==> src/pkg/mu_pkg.sv <==
package mu_pkg;

  localparam int ADDR_W = 20;
  localparam int DATA_W = 32;
  localparam int REG_W  = 16;
  localparam int PRIO_W = 2;
  localparam int NCH    = 2;

  // register indices; the byte address is four times the index
  localparam logic [15:0] CTRL_IDX = 16'hFF8A;
  localparam logic [15:0] STAT_IDX = 16'hFF8B;
  localparam logic [ADDR_W-1:0] CTRL_ADDR = {2'h0, CTRL_IDX, 2'h0};
  localparam logic [ADDR_W-1:0] STAT_ADDR = {2'h0, STAT_IDX, 2'h0};

  // control register fields; channel n enable sits at base minus n
  localparam int B_TX_EN0  = 15;
  localparam int B_RX_EN0  = 13;
  localparam int B_CMD_EN  = 8;
  localparam int B_FLAG_HI = 2;

  // status register write-one fields
  localparam int B_GEN0 = 11;
  localparam int B_TCLR = 9;
  localparam int B_WCLR = 7;

  localparam logic [REG_W-1:0] CTRL_MASK    = 16'hF107;
  localparam logic [REG_W-1:0] CTRL_RST     = 16'h0000;
  localparam logic [REG_W-1:0] STAT_W1_MASK = 16'h0E80;
  localparam logic [NCH-1:0]   TX_EMPTY_RST = 2'h3;
  localparam logic [NCH-1:0]   RX_FULL_RST  = 2'h0;

  localparam logic [1:0] RESP_OKAY   = 2'h0;
  localparam logic [1:0] RESP_SLVERR = 2'h2;

  typedef enum logic [1:0] {
    WR_IDLE = 2'h1,
    WR_RESP = 2'h2
  } mu_wr_state_type;

  typedef struct packed {
    mu_wr_state_type    wst;
    logic               aw_rdy;
    logic               w_rdy;
    logic               aw_got;
    logic               w_got;
    logic [ADDR_W-1:0]  aw_addr;
    logic [DATA_W-1:0]  w_data;
    logic [3:0]         w_strb;
    logic               bvalid;
    logic [1:0]         bresp;
    logic               ar_rdy;
    logic               rvalid;
    logic [DATA_W-1:0]  rdata;
    logic [1:0]         rresp;
    logic [REG_W-1:0]   ctrl;
    logic [NCH-1:0]     tx_empty;
    logic [NCH-1:0]     rx_full;
    logic [NCH-1:0]     gen_req;
    logic               cmd_pending;
    logic               timer_status;
    logic               wake_req;
    logic [2:0]         host_flags;
    logic [1:0]         power_mode;
    logic               prio_ok;
    logic               nmi_sel;
    logic [NCH-1:0]     tx_irq;
    logic [NCH-1:0]     rx_irq;
    logic               cmd_irq;
    logic               cmd_nmi;
    logic               wor_irq;
  } mu_state_type;

  localparam mu_state_type STATE_RST = '{
    wst: WR_IDLE, aw_rdy: 1'b1, w_rdy: 1'b1, aw_got: 1'b0, w_got: 1'b0,
    aw_addr: '0, w_data: '0, w_strb: 4'h0, bvalid: 1'b0, bresp: RESP_OKAY,
    ar_rdy: 1'b1, rvalid: 1'b0, rdata: '0, rresp: RESP_OKAY,
    ctrl: CTRL_RST, tx_empty: TX_EMPTY_RST, rx_full: RX_FULL_RST,
    gen_req: 2'h0, cmd_pending: 1'b0, timer_status: 1'b0, wake_req: 1'b0,
    host_flags: 3'h0, power_mode: 2'h0, prio_ok: 1'b0, nmi_sel: 1'b0,
    tx_irq: 2'h0, rx_irq: 2'h0, cmd_irq: 1'b0, cmd_nmi: 1'b0,
    wor_irq: 1'b0};

  typedef struct packed {
    logic pending;
  } mu_link_state_type;

endpackage

==> src/pkg/mu_event_if.sv <==
`timescale 1ns/10ps
`default_nettype none
interface mu_event_if;
  logic evt;
  logic ack;
  logic clr;
  logic pending;
  modport main (output evt, output ack, output clr, input pending);
  modport link (input evt, input ack, input clr, output pending);
endinterface
`default_nettype wire

==> src/design/mu_dsp_side.sv <==
// Contract
// - transmit irq per channel while its enable and tx-empty are both set
// - receive irq per channel while its enable and rx-full are both set
// - maskable command irq needs enable, pending and non-maskable select clear
// - with non-maskable select set, pending alone raises the non-maskable irq
// - no control-enabled irq while the unit priority field is zero
// - dsp-to-host flag bits are mirrored continuously to the host side
// - tx-empty shows host has read latest word; resets to one
// - rx-full set by host transmit write, cleared by dsp read; resets zero
// - writing one sets a general request; host clearing its pending clears it
// - timer clear strobe clears timer status and its lines; reads zero
// - command pending set by host command bit, cleared when serviced
// - wake clear strobe clears wake request and its lines
// - two-bit read-only host power mode: stop, wait, doze, normal
// - event pending set on update request, cleared on acknowledge
// - status flag bits mirror the host-to-dsp flags
// - write-one bits act only on a one; zero has no effect
// - host read of a receive register sets the matching tx-empty bit
// - unit soft reset returns control and status bits to defaults, except the mirrored power mode and host flags
`timescale 1ns/10ps
`default_nettype none
module mu_dsp_side (
  input  wire logic        CLK_SYS,
  input  wire logic        SRST,
  input  wire logic [19:0] S_AXI_AWADDR,
  input  wire logic        S_AXI_AWVALID,
  output wire logic        S_AXI_AWREADY,
  input  wire logic [31:0] S_AXI_WDATA,
  input  wire logic [3:0]  S_AXI_WSTRB,
  input  wire logic        S_AXI_WVALID,
  output wire logic        S_AXI_WREADY,
  output wire logic [1:0]  S_AXI_BRESP,
  output wire logic        S_AXI_BVALID,
  input  wire logic        S_AXI_BREADY,
  input  wire logic [19:0] S_AXI_ARADDR,
  input  wire logic        S_AXI_ARVALID,
  output wire logic        S_AXI_ARREADY,
  output wire logic [31:0] S_AXI_RDATA,
  output wire logic [1:0]  S_AXI_RRESP,
  output wire logic        S_AXI_RVALID,
  input  wire logic        S_AXI_RREADY,
  input  wire logic        UNIT_SOFT_RESET,
  input  wire logic [1:0]  IRQ_PRIORITY,
  input  wire logic [1:0]  HOST_TX_WR,
  input  wire logic [1:0]  HOST_RX_RD,
  input  wire logic [1:0]  DSP_TX_WR,
  input  wire logic [1:0]  DSP_RX_RD,
  input  wire logic [1:0]  HOST_GEN_CLR,
  input  wire logic        HOST_CMD_SET,
  input  wire logic        HOST_NMI_SEL,
  input  wire logic        CMD_SERVICED,
  input  wire logic        HOST_TIMER_SET,
  input  wire logic        HOST_WAKE_SET,
  input  wire logic [1:0]  HOST_POWER_MODE,
  input  wire logic [2:0]  HOST_FLAGS,
  input  wire logic        EVENT_ACK,
  output wire logic [1:0]  TX_IRQ,
  output wire logic [1:0]  RX_IRQ,
  output wire logic        CMD_IRQ,
  output wire logic        CMD_NMI,
  output wire logic [1:0]  GENERAL_REQ,
  output wire logic        TIMER_IRQ,
  output wire logic        WAKE_IRQ,
  output wire logic        WIRED_OR_IRQ,
  output wire logic [2:0]  DSP_TO_HOST_FLAGS,
  output wire logic        EVENT_REQ
);

  mu_pkg::mu_state_type cur;
  mu_pkg::mu_state_type next;
  mu_event_if           ev ();

  logic        wr_fire;
  logic        wr_ctrl;
  logic        wr_stat;
  logic        wr_hit;
  logic [15:0] byte_mask;
  logic [15:0] ones;
  logic [15:0] stat_view;
  logic        rd_ctrl;
  logic        rd_stat;
  logic        ev_fire;

  mu_event_link u_link (
    .clk  (CLK_SYS),
    .srst (SRST),
    .ev   (ev)
  );

  assign ev.evt = ev_fire;
  assign ev.ack = EVENT_ACK;
  assign ev.clr = UNIT_SOFT_RESET;

  // status as software reads it; strobe bits 9 and 7 always read zero
  assign stat_view = {cur.tx_empty[0], cur.tx_empty[1],
                      cur.rx_full[0], cur.rx_full[1],
                      cur.gen_req[0], cur.gen_req[1],
                      1'b0, cur.cmd_pending, 1'b0,
                      cur.power_mode, ev.pending, 1'b0,
                      cur.host_flags};

  assign wr_fire   = (cur.wst == mu_pkg::WR_IDLE) && cur.aw_got && cur.w_got;
  assign wr_ctrl   = wr_fire && (cur.aw_addr == mu_pkg::CTRL_ADDR);
  assign wr_stat   = wr_fire && (cur.aw_addr == mu_pkg::STAT_ADDR);
  assign wr_hit    = wr_ctrl || wr_stat;
  assign byte_mask = {{8{cur.w_strb[1]}}, {8{cur.w_strb[0]}}};
  assign ones      = wr_stat ? (cur.w_data[15:0] & byte_mask) : 16'h0000;
  assign rd_ctrl   = (S_AXI_ARADDR == mu_pkg::CTRL_ADDR);
  assign rd_stat   = (S_AXI_ARADDR == mu_pkg::STAT_ADDR);

  always_comb begin
    next    = cur;
    ev_fire = 1'b0;

    // write address and data are taken in either order
    if (cur.aw_rdy && S_AXI_AWVALID) begin
      next.aw_rdy  = 1'b0;
      next.aw_got  = 1'b1;
      next.aw_addr = S_AXI_AWADDR;
    end
    if (cur.w_rdy && S_AXI_WVALID) begin
      next.w_rdy  = 1'b0;
      next.w_got  = 1'b1;
      next.w_data = S_AXI_WDATA;
      next.w_strb = S_AXI_WSTRB;
    end
    case (cur.wst)
      mu_pkg::WR_IDLE: begin
        if (wr_fire) begin
          next.aw_got = 1'b0;
          next.w_got  = 1'b0;
          next.bvalid = 1'b1;
          next.bresp  = wr_hit ? mu_pkg::RESP_OKAY : mu_pkg::RESP_SLVERR;
          next.wst    = mu_pkg::WR_RESP;
        end
      end
      mu_pkg::WR_RESP: begin
        if (S_AXI_BREADY) begin
          next.bvalid = 1'b0;
          next.aw_rdy = 1'b1;
          next.w_rdy  = 1'b1;
          next.wst    = mu_pkg::WR_IDLE;
        end
      end
      default: begin
        next.wst = mu_pkg::WR_IDLE;
      end
    endcase

    // read: one cycle from address to data
    if (cur.ar_rdy && S_AXI_ARVALID) begin
      next.ar_rdy = 1'b0;
      next.rvalid = 1'b1;
      if (rd_ctrl) begin
        next.rdata = {16'h0000, cur.ctrl};
        next.rresp = mu_pkg::RESP_OKAY;
      end else if (rd_stat) begin
        next.rdata = {16'h0000, stat_view};
        next.rresp = mu_pkg::RESP_OKAY;
      end else begin
        next.rdata = 32'h00000000;
        next.rresp = mu_pkg::RESP_SLVERR;
      end
    end else if (cur.rvalid && S_AXI_RREADY) begin
      next.rvalid = 1'b0;
      next.ar_rdy = 1'b1;
    end

    if (wr_ctrl) begin
      next.ctrl = ((cur.ctrl & ~byte_mask) | (cur.w_data[15:0] & byte_mask))
                  & mu_pkg::CTRL_MASK;
    end

    // in every flag below a set in the same cycle wins over its clear
    for (int c = 0; c < mu_pkg::NCH; c++) begin
      if (DSP_RX_RD[c]) begin
        next.rx_full[c] = 1'b0;
      end
      if (HOST_TX_WR[c]) begin
        next.rx_full[c] = 1'b1;
      end
      if (DSP_TX_WR[c]) begin
        next.tx_empty[c] = 1'b0;
      end
      if (HOST_RX_RD[c]) begin
        next.tx_empty[c] = 1'b1;
      end
      if (HOST_GEN_CLR[c]) begin
        next.gen_req[c] = 1'b0;
      end
      if (ones[mu_pkg::B_GEN0 - c]) begin
        next.gen_req[c] = 1'b1;
      end
    end

    if (CMD_SERVICED) begin
      next.cmd_pending = 1'b0;
    end
    if (HOST_CMD_SET) begin
      next.cmd_pending = 1'b1;
    end
    if (ones[mu_pkg::B_TCLR]) begin
      next.timer_status = 1'b0;
    end
    if (HOST_TIMER_SET) begin
      next.timer_status = 1'b1;
    end
    if (ones[mu_pkg::B_WCLR]) begin
      next.wake_req = 1'b0;
    end
    if (HOST_WAKE_SET) begin
      next.wake_req = 1'b1;
    end

    // dsp transmit writes, dsp receive reads and write-one status bits raise an update request
    ev_fire = (|DSP_TX_WR) || (|DSP_RX_RD)
              || (|(ones & mu_pkg::STAT_W1_MASK));

    if (UNIT_SOFT_RESET) begin
      next.ctrl         = mu_pkg::CTRL_RST;
      next.tx_empty     = mu_pkg::TX_EMPTY_RST;
      next.rx_full      = mu_pkg::RX_FULL_RST;
      next.gen_req      = 2'h0;
      next.cmd_pending  = 1'b0;
      next.timer_status = 1'b0;
      next.wake_req     = 1'b0;
      ev_fire           = 1'b0;
    end

    next.host_flags = HOST_FLAGS;
    next.power_mode = HOST_POWER_MODE;
    next.prio_ok    = (IRQ_PRIORITY != 2'h0);
    next.nmi_sel    = HOST_NMI_SEL;

    // levels, recomputed every cycle from the coming state
    for (int c = 0; c < mu_pkg::NCH; c++) begin
      next.tx_irq[c] = next.prio_ok && next.tx_empty[c]
                       && next.ctrl[mu_pkg::B_TX_EN0 - c];
      next.rx_irq[c] = next.prio_ok && next.rx_full[c]
                       && next.ctrl[mu_pkg::B_RX_EN0 - c];
    end
    next.cmd_irq = next.prio_ok && next.ctrl[mu_pkg::B_CMD_EN]
                   && next.cmd_pending && !next.nmi_sel;
    next.cmd_nmi = next.cmd_pending && next.nmi_sel;
    next.wor_irq = next.timer_status | next.wake_req;
  end

  always_ff @(posedge CLK_SYS) begin
    if (SRST) begin
      cur <= mu_pkg::STATE_RST;
    end else begin
      cur <= next;
    end
  end

  assign S_AXI_AWREADY     = cur.aw_rdy;
  assign S_AXI_WREADY      = cur.w_rdy;
  assign S_AXI_BVALID      = cur.bvalid;
  assign S_AXI_BRESP       = cur.bresp;
  assign S_AXI_ARREADY     = cur.ar_rdy;
  assign S_AXI_RVALID      = cur.rvalid;
  assign S_AXI_RDATA       = cur.rdata;
  assign S_AXI_RRESP       = cur.rresp;
  assign TX_IRQ            = cur.tx_irq;
  assign RX_IRQ            = cur.rx_irq;
  assign CMD_IRQ           = cur.cmd_irq;
  assign CMD_NMI           = cur.cmd_nmi;
  assign GENERAL_REQ       = cur.gen_req;
  assign TIMER_IRQ         = cur.timer_status;
  assign WAKE_IRQ          = cur.wake_req;
  assign WIRED_OR_IRQ      = cur.wor_irq;
  assign DSP_TO_HOST_FLAGS = cur.ctrl[mu_pkg::B_FLAG_HI:0];
  assign EVENT_REQ         = ev.pending;

  genvar g;
  generate
    for (g = 0; g < mu_pkg::NCH; g++) begin : g_ch
      a_tx_irq_level:
      assert property (@(posedge CLK_SYS) disable iff (SRST)
        ##1 TX_IRQ[g] == (cur.ctrl[mu_pkg::B_TX_EN0 - g]
          && cur.tx_empty[g] && ($past(IRQ_PRIORITY) != 2'h0)))
        else $error("transmit irq does not follow enable and empty");

      a_rx_irq_level:
      assert property (@(posedge CLK_SYS) disable iff (SRST)
        ##1 RX_IRQ[g] == (cur.ctrl[mu_pkg::B_RX_EN0 - g]
          && cur.rx_full[g] && ($past(IRQ_PRIORITY) != 2'h0)))
        else $error("receive irq does not follow enable and full");

      a_rx_full_set:
      assert property (@(posedge CLK_SYS) disable iff (SRST)
        HOST_TX_WR[g] && !UNIT_SOFT_RESET |=> cur.rx_full[g])
        else $error("host transmit write did not set rx-full");

      a_host_read_empty:
      assert property (@(posedge CLK_SYS) disable iff (SRST)
        HOST_RX_RD[g] && !UNIT_SOFT_RESET |=> cur.tx_empty[g]
          ##1 (TX_IRQ[g] || !cur.ctrl[mu_pkg::B_TX_EN0 - g]
               || $past(IRQ_PRIORITY) == 2'h0 || !cur.tx_empty[g]))
        else $error("host read did not set tx-empty");
    end
  endgenerate

  a_cmd_mask_gate:
  assert property (@(posedge CLK_SYS) disable iff (SRST)
    CMD_IRQ |-> cur.cmd_pending && !$past(HOST_NMI_SEL)
      && cur.ctrl[mu_pkg::B_CMD_EN] && $past(IRQ_PRIORITY) != 2'h0)
    else $error("maskable command irq without its conditions");

  a_cmd_nmi_path:
  assert property (@(posedge CLK_SYS) disable iff (SRST)
    HOST_CMD_SET && HOST_NMI_SEL && !UNIT_SOFT_RESET |=> CMD_NMI && !CMD_IRQ)
    else $error("non-maskable command irq not raised");

  a_prio_zero_gate:
  assert property (@(posedge CLK_SYS) disable iff (SRST)
    IRQ_PRIORITY == 2'h0 |=> TX_IRQ == 2'h0 && RX_IRQ == 2'h0 && !CMD_IRQ)
    else $error("irq raised with zero priority");

  a_timer_clear:
  assert property (@(posedge CLK_SYS) disable iff (SRST)
    ones[mu_pkg::B_TCLR] && !HOST_TIMER_SET
      |=> !TIMER_IRQ && (WIRED_OR_IRQ == WAKE_IRQ))
    else $error("timer clear strobe did not release the timer line");

  a_wake_clear:
  assert property (@(posedge CLK_SYS) disable iff (SRST)
    ones[mu_pkg::B_WCLR] && !HOST_WAKE_SET |=> !WAKE_IRQ)
    else $error("wake clear strobe did not release the wake line");

  a_zero_write_idle:
  assert property (@(posedge CLK_SYS) disable iff (SRST)
    wr_stat && !cur.w_data[mu_pkg::B_TCLR] && !HOST_TIMER_SET
      |=> TIMER_IRQ == $past(TIMER_IRQ))
    else $error("writing zero to a strobe changed the timer status");

  a_cmd_pend_set:
  assert property (@(posedge CLK_SYS) disable iff (SRST)
    HOST_CMD_SET && !UNIT_SOFT_RESET |=> cur.cmd_pending)
    else $error("host command bit did not set command pending");

  a_event_handshake:
  assert property (@(posedge CLK_SYS) disable iff (SRST)
    ev_fire |=> EVENT_REQ)
    else $error("event request not raised");

  a_event_hold:
  assert property (@(posedge CLK_SYS) disable iff (SRST)
    EVENT_REQ && !EVENT_ACK && !UNIT_SOFT_RESET |=> EVENT_REQ)
    else $error("event request dropped before acknowledge");

  a_soft_reset_all:
  assert property (@(posedge CLK_SYS) disable iff (SRST)
    UNIT_SOFT_RESET |=> cur.ctrl == mu_pkg::CTRL_RST && !EVENT_REQ
      && cur.tx_empty == mu_pkg::TX_EMPTY_RST && !TIMER_IRQ && !WAKE_IRQ)
    else $error("soft reset left a bit away from its default");

endmodule
`default_nettype wire

==> src/design/mu_event_link.sv <==
`timescale 1ns/10ps
`default_nettype none
module mu_event_link (
  input wire logic clk,
  input wire logic srst,
  mu_event_if.link ev
);

  mu_pkg::mu_link_state_type cur;
  mu_pkg::mu_link_state_type next;

  // a new event in the acknowledge cycle keeps the request pending
  always_comb begin
    next = cur;
    if (ev.ack) begin
      next.pending = 1'b0;
    end
    if (ev.evt) begin
      next.pending = 1'b1;
    end
    if (ev.clr) begin
      next.pending = 1'b0;
    end
  end

  always_ff @(posedge clk) begin
    if (srst) begin
      cur <= '{pending: 1'b0};
    end else begin
      cur <= next;
    end
  end

  assign ev.pending = cur.pending;

endmodule
`default_nettype wire

==> config.mk <==
export PLATFORM = sky130hd
export DESIGN_NAME = mu_dsp_side
export DESIGN_NICKNAME = d
export VERILOG_FILES = /design/src/pkg/mu_pkg.sv /design/src/pkg/mu_event_if.sv /design/src/design/mu_dsp_side.sv /design/src/design/mu_event_link.sv
export SDC_FILE = /design/constraint.sdc
export NUM_CORES = 1
export LEC_CHECK = 0
export BUFFER_PORTS_ARGS = -buffer_cell sky130_fd_sc_hd__buf_4
export CAP_MARGIN = 20
export CORE_MARGIN = 8
export CORE_UTILIZATION = 47
export DETAILED_ROUTE_END_ITERATION = 10
export PLACE_DENSITY = 0.81
export SETUP_SLACK_MARGIN = 0.2
export SLEW_MARGIN = 20
export SYNTH_ARGS = -nofsm -noshare
export SYNTH_HDL_FRONTEND = slang
export SYNTH_SLANG_ARGS = --single-unit
==> constraint.sdc <==
create_clock -name CLK_SYS -period 2.1 [get_ports CLK_SYS]
set_clock_uncertainty 0.15 [all_clocks]
set_input_delay 0.42 -clock CLK_SYS [delete_from_list [all_inputs] [get_ports CLK_SYS]]
set_output_delay 0.42 -clock CLK_SYS [all_outputs]
set_load 0.02 [all_outputs]
### Word level (Yosys, flattened, before mapping)

Cells that the tools add are included.

* bits in registers: 113
* word-level logic and storage cells: 123
* input bits: 107

* bitwise logic cells: 5
* reduce and logical (&&, ||, !) cells: 37
* muxes and demuxes: 42
* equality and inequality tests: 8

Operators by type and width (number)
* == test 20 x 18 -> 1 bit, second input constant: 4
* two-way mux 34 bit: 1
* AND 16 bit: 2
* two-way mux 1 bit: 26
* two-way mux 25 bit: 1
* logical AND 1 bit: 20
* two-way mux 18 bit: 1
* two-way mux 16 bit: 1
* inverter 16 bit: 1
* OR 16 bit: 1
* two-way mux 2 bit: 7
* two-way mux 12 bit: 1
* nonzero test 2 bit: 6
* OR reduction 2 bit: 3
* two-way mux 4 bit: 1
* != test 2 bit, second input constant: 2
* case mux 2 bit (2 select lines): 1
* AND reduction 2 bit: 2
* OR reduction 4 bit: 1
* logical OR 1 bit: 3
* two-way mux 3 bit: 1
* AND reduction 3 bit: 1
* == test 2 x 1 -> 1 bit, second input constant: 1
* == test 2 bit, second input constant: 1
* 3 further kinds: 3

### Longest topological paths before layout

* word-level depth: 11
* mapped depth: 6
* gate-level depth less buffers: 4

### By module

Synthesis repeated with hierarchy kept, for this count alone.

* cell total of the unflattened synthesis: 424
* area total of the unflattened synthesis: 3719.8 sq um

By module, submodules not included
* mu_dsp_side: cells an instance 420, instances 1, area each 3674.8 sq um
* mu_event_link: cells an instance 4, instances 1, area each 45.0 sq um

### Least setup slack after synthesis

OpenSTA, ideal clock, no wires.

* kind: input to register
* start point: input port S_AXI_ARADDR[7]
* end point: register cur (netlist bit S_AXI_RDATA[11])
* setup slack: 0.187 ns
* arrival: 1.697 ns
* stages: 5
* cell sequence: or4b_4 -> nor4_4 -> buf_6 -> nand4_4 -> a21oi_2

* word-level cells in the longest chain between the ends: 3

RTL lines
* start: declaration: line mu_dsp_side.sv:35 `input wire logic [19:0] S_AXI_ARADDR,`
* == test 20 x 18 -> 1 bit: line mu_dsp_side.sv:109 `assign rd_stat = (S_AXI_ARADDR == mu_pkg::STAT_ADDR);`
* two-way mux 18 bit: line mu_dsp_side.sv:157 `end else if (rd_stat) begin`
* two-way mux 34 bit *: line mu_dsp_side.sv:154 `if (rd_ctrl) begin`
* end signal: assignment: line mu_dsp_side.sv:250 `cur <= mu_pkg::STATE_RST;`
* end signal: assignment: line mu_dsp_side.sv:252 `cur <= next;`
* end: declaration: line mu_dsp_side.sv:69 `mu_pkg::mu_state_type cur;`

Mark *: on every way between the ends. The rest lies on a longest branch, timed or not.
A chain may end at the register's enable or synchronous reset.

### Worst setup path in the final report

* start point: register cur[138] (netlist bit)
* end point: register cur (netlist bit TX_IRQ[0])

* word-level cells in the longest chain between the ends: 7

RTL lines
* == test 2 x 1 -> 1 bit: line mu_dsp_side.sv:102 `assign wr_fire = (cur.wst == mu_pkg::WR_IDLE) && cur.aw_got && cur.w_got;`
* logical AND 1 bit (2 in a row): line mu_dsp_side.sv:102
* logical AND 1 bit: line mu_dsp_side.sv:103 `assign wr_ctrl = wr_fire && (cur.aw_addr == mu_pkg::CTRL_ADDR);`
* two-way mux 16 bit: line mu_dsp_side.sv:169 `if (wr_ctrl) begin`
* two-way mux 25 bit: line mu_dsp_side.sv:219 `if (UNIT_SOFT_RESET) begin`
* logical AND 1 bit: line mu_dsp_side.sv:238 `&& next.ctrl[mu_pkg::B_TX_EN0 - c];`

No other way between the ends.

==> out/results.ini <==
[timing]
period_needed_ns = 1.817
slew_headroom_pct = 55.23
rsz0062_at_grt = no
fin_setup_tns_ns = 0
slew_viol_final = 0
fin_crit_sh_pct = 86.50
max_freq_mhz = 550.5
tightest_slew_ns = 0.6716
timing.hold.ws_ns = 0.1016
setup_viol = 0
hold_viol = 0

[floorplanning]
pin_count = 163
fp.dieH_um = 104.7
fp-row-count = 32
die_w_um = 104.7
coreArea_mm2 = 0.007687
start_util_pct = 48.14
dieArea_mm2 = 0.01097

[logic_synthesis]
syn_area_per_cell_um2 = 8.708
synth_cells = 425
ys_seq_area_share_pct = 47.60
ys_top_cells_by_area = dfxtp_1, buf_4, nand2_1
ys_async_sr_fraction_pct = 0
yosys.area.top_type = dfxtp_1
synth_edf_count = 0
synthFlopType = dfxtp_1
yosys.area.top_type_share_pct = 47.60
synth_cell_types = 43
syn_area_mm2 = 0.003701
synth_top_cells_by_count = dfxtp_1, nand2_1, a21oi_1
ys_ff_latch = 88
yosys_warnings = 0
synthMostInstantiatedCell = dfxtp_1

[placed_design]
portBuffers = 119
routabilityCongestion = 0.7992
dp_hpwl_um = 7418
dp.cells = 606
postPlaceCellArea_mm2 = 0.004395

[clock_network]
cts_sinks = 88
clock_latency_ns = 0.37
clock-root-buffer = clkbuf_8
cts_buffers = 9
clk_pin_slew_ns = 0.10
cts_tree = yes
postCtsSetupRepairBufs = 0
postCtsHoldBufs = 0
clockBufferDepth = 2
htree_levels = 3

[drt]
vias = 3092
drtAntennaViolNets = 0
firstDrtPassIters = 4
finalWirelength_um = 9491
wl_per_cell_um = 15.26
drcViolationCount = 0
viasPerCell = 4.971
drt_iter0_drc = 108

[worst_setup_path]
slowest_stage = a2111oi_4
crit_chain = and4b_1 > and4_4 > nand3_1 > a2111oi_4
r2r_setup_slack_ns = 0.28
critical_path_arrival_ns = 1.93
cpPeakStageDelay_ns = 0.39
crit_required_ns = 2.21
crit_path_end_kind = register
crit_family = simple AND/OR/NAND/NOR gates
crit_fanout = 8
crit_type = reg -> reg
cp-start-kind = register
path_buf_inv = 0

[global_routing]
first_global_vias = 3238
grt_max_degree = 62
overflow = 0
grt_pass1_wl_um = 15440
antenna_found_initial = 0
grtUsageTotal_pct = 17.09

[layout]
fillCellCount = 708
fin_nets = 622
final_layout_size_suffix_gt1_share_pct = 31.73
final_cells = 622
n_antenna_cell = 0
postLayoutCellArea_mm2 = 0.004657
area.growth.synth_to_final_pct = 25.83
multiInputGateArea_mm2 = 0.001588
fin_util_pct = 60.58
regArea_mm2 = 0.001762

[power_and_ir_drop]
total_leakage_power_nw = 1.975
pwr_density_cell_mw_per_mm2 = 721.7
vdd_drop_max_mv = 0.3287

[hold_path]
hold_class = in -> reg

[run]
drv_cap = 0

[status]
outcome = finished, final reports clean

-- report_power, final --
part | leakage [nW] | internal [mW] | total (mW) | switching [mW]
Sequential | 0.719 | 1.73 | 1.77 | 0.0384
Combinational | 1.16 | 0.183 | 0.383 | 0.200
Clock | 0.0964 | 0.562 | 1.21 | 0.646
-- routing by layer --
layer,up-vias,track usage (%),part of all wire [%]
met5,-,0,0
met4,0,7.645,2.1
met3,14,4.423,6.3
met2,104,28.64,49
met1,1404,20.10,43
li1,1570,-,-
-- cell usage in the layout, fill, tap and decap left out, types with 5 or more instances in the layout --
| cell type | netlist | final |
|---|---|---|
| inv_1 | 8 | 8 |
| a21oi_1 | 56 | 56 |
| nand4_1 | 7 | 7 |
| nand3_1 | 11 | 11 |
| buf_4 | 47 | 126 |
| conb_1 | 1 | 21 |
| nor2b_1 | 10 | 10 |
| clkbuf_8 | 0 | 9 |
| dfxtp_1 | 88 | 88 |
| mux2_2 | 8 | 8 |
| o21ai_0 | 14 | 14 |
| nand2_1 | 78 | 78 |
| and2_1 | 5 | 5 |
| nor2_1 | 19 | 19 |
| a32oi_1 | 8 | 8 |
-- path summary, 6_finish.rpt --
path,from,to,cells after the start
worst min-delay path,HOST_POWER_MODE[1],cur[10],2
worst max-delay path,cur[138],TX_IRQ[0],4
worst min register to register,cur[129],cur[129],2
worst max register to register,cur[138],TX_IRQ[0],4
-- stage by stage --
| step | worst slack, ns | power, mW |
|---|---|---|
| 2_1_floorplan | 0.2351 | 2.033 |
| 3_3_place_gp | 0.1270 | 2.171 |
| 3_5_place_dp | 0.02196 | 2.186 |
| 4_1_cts | 0.2076 | 3.368 |
| 5_1_grt | 0.2089 | 3.494 |
| 6_report | 0.2834 | 3.361 |
-- final cells by class --
type                       count  area share, %
tap                          102          2.740
clock buffer                   9          2.660
multi-input combinational    282          34.09
inverter                       8         0.6448
clock inverter                 7          1.720
timing repair buffer         126          20.31
sequential                    88          37.83
-- state kept, by name, indices dropped and copies added (netlist names), 2 cells and up, named ones only --
name,flops
GENERAL_REQ,2
cur,51
TX_IRQ,2
RX_IRQ,2
S_AXI_RDATA,13
byte_mask,2
-- kinds of logic (layout without fill, tap and decap cells) --
family                 Yosys count  count (layout)  share of synthesized area (%)
AO/OA/AOI/OAI                   94              94                          14.74
other                            1              21                         0.1013
AND/OR/NAND/NOR                159             159                          22.04
multiplexers                     8               8                          2.434
flip-flops                      88              88                          47.60
buffers and inverters           75             150                          13.08
-- repair_timing --
item | in CTS | in global routing
setup endpoints to repair | 3 | 5
pin swaps | 1 | 1
gates resized for setup | 4 | 10
Power figures use the tool's default switching activity.
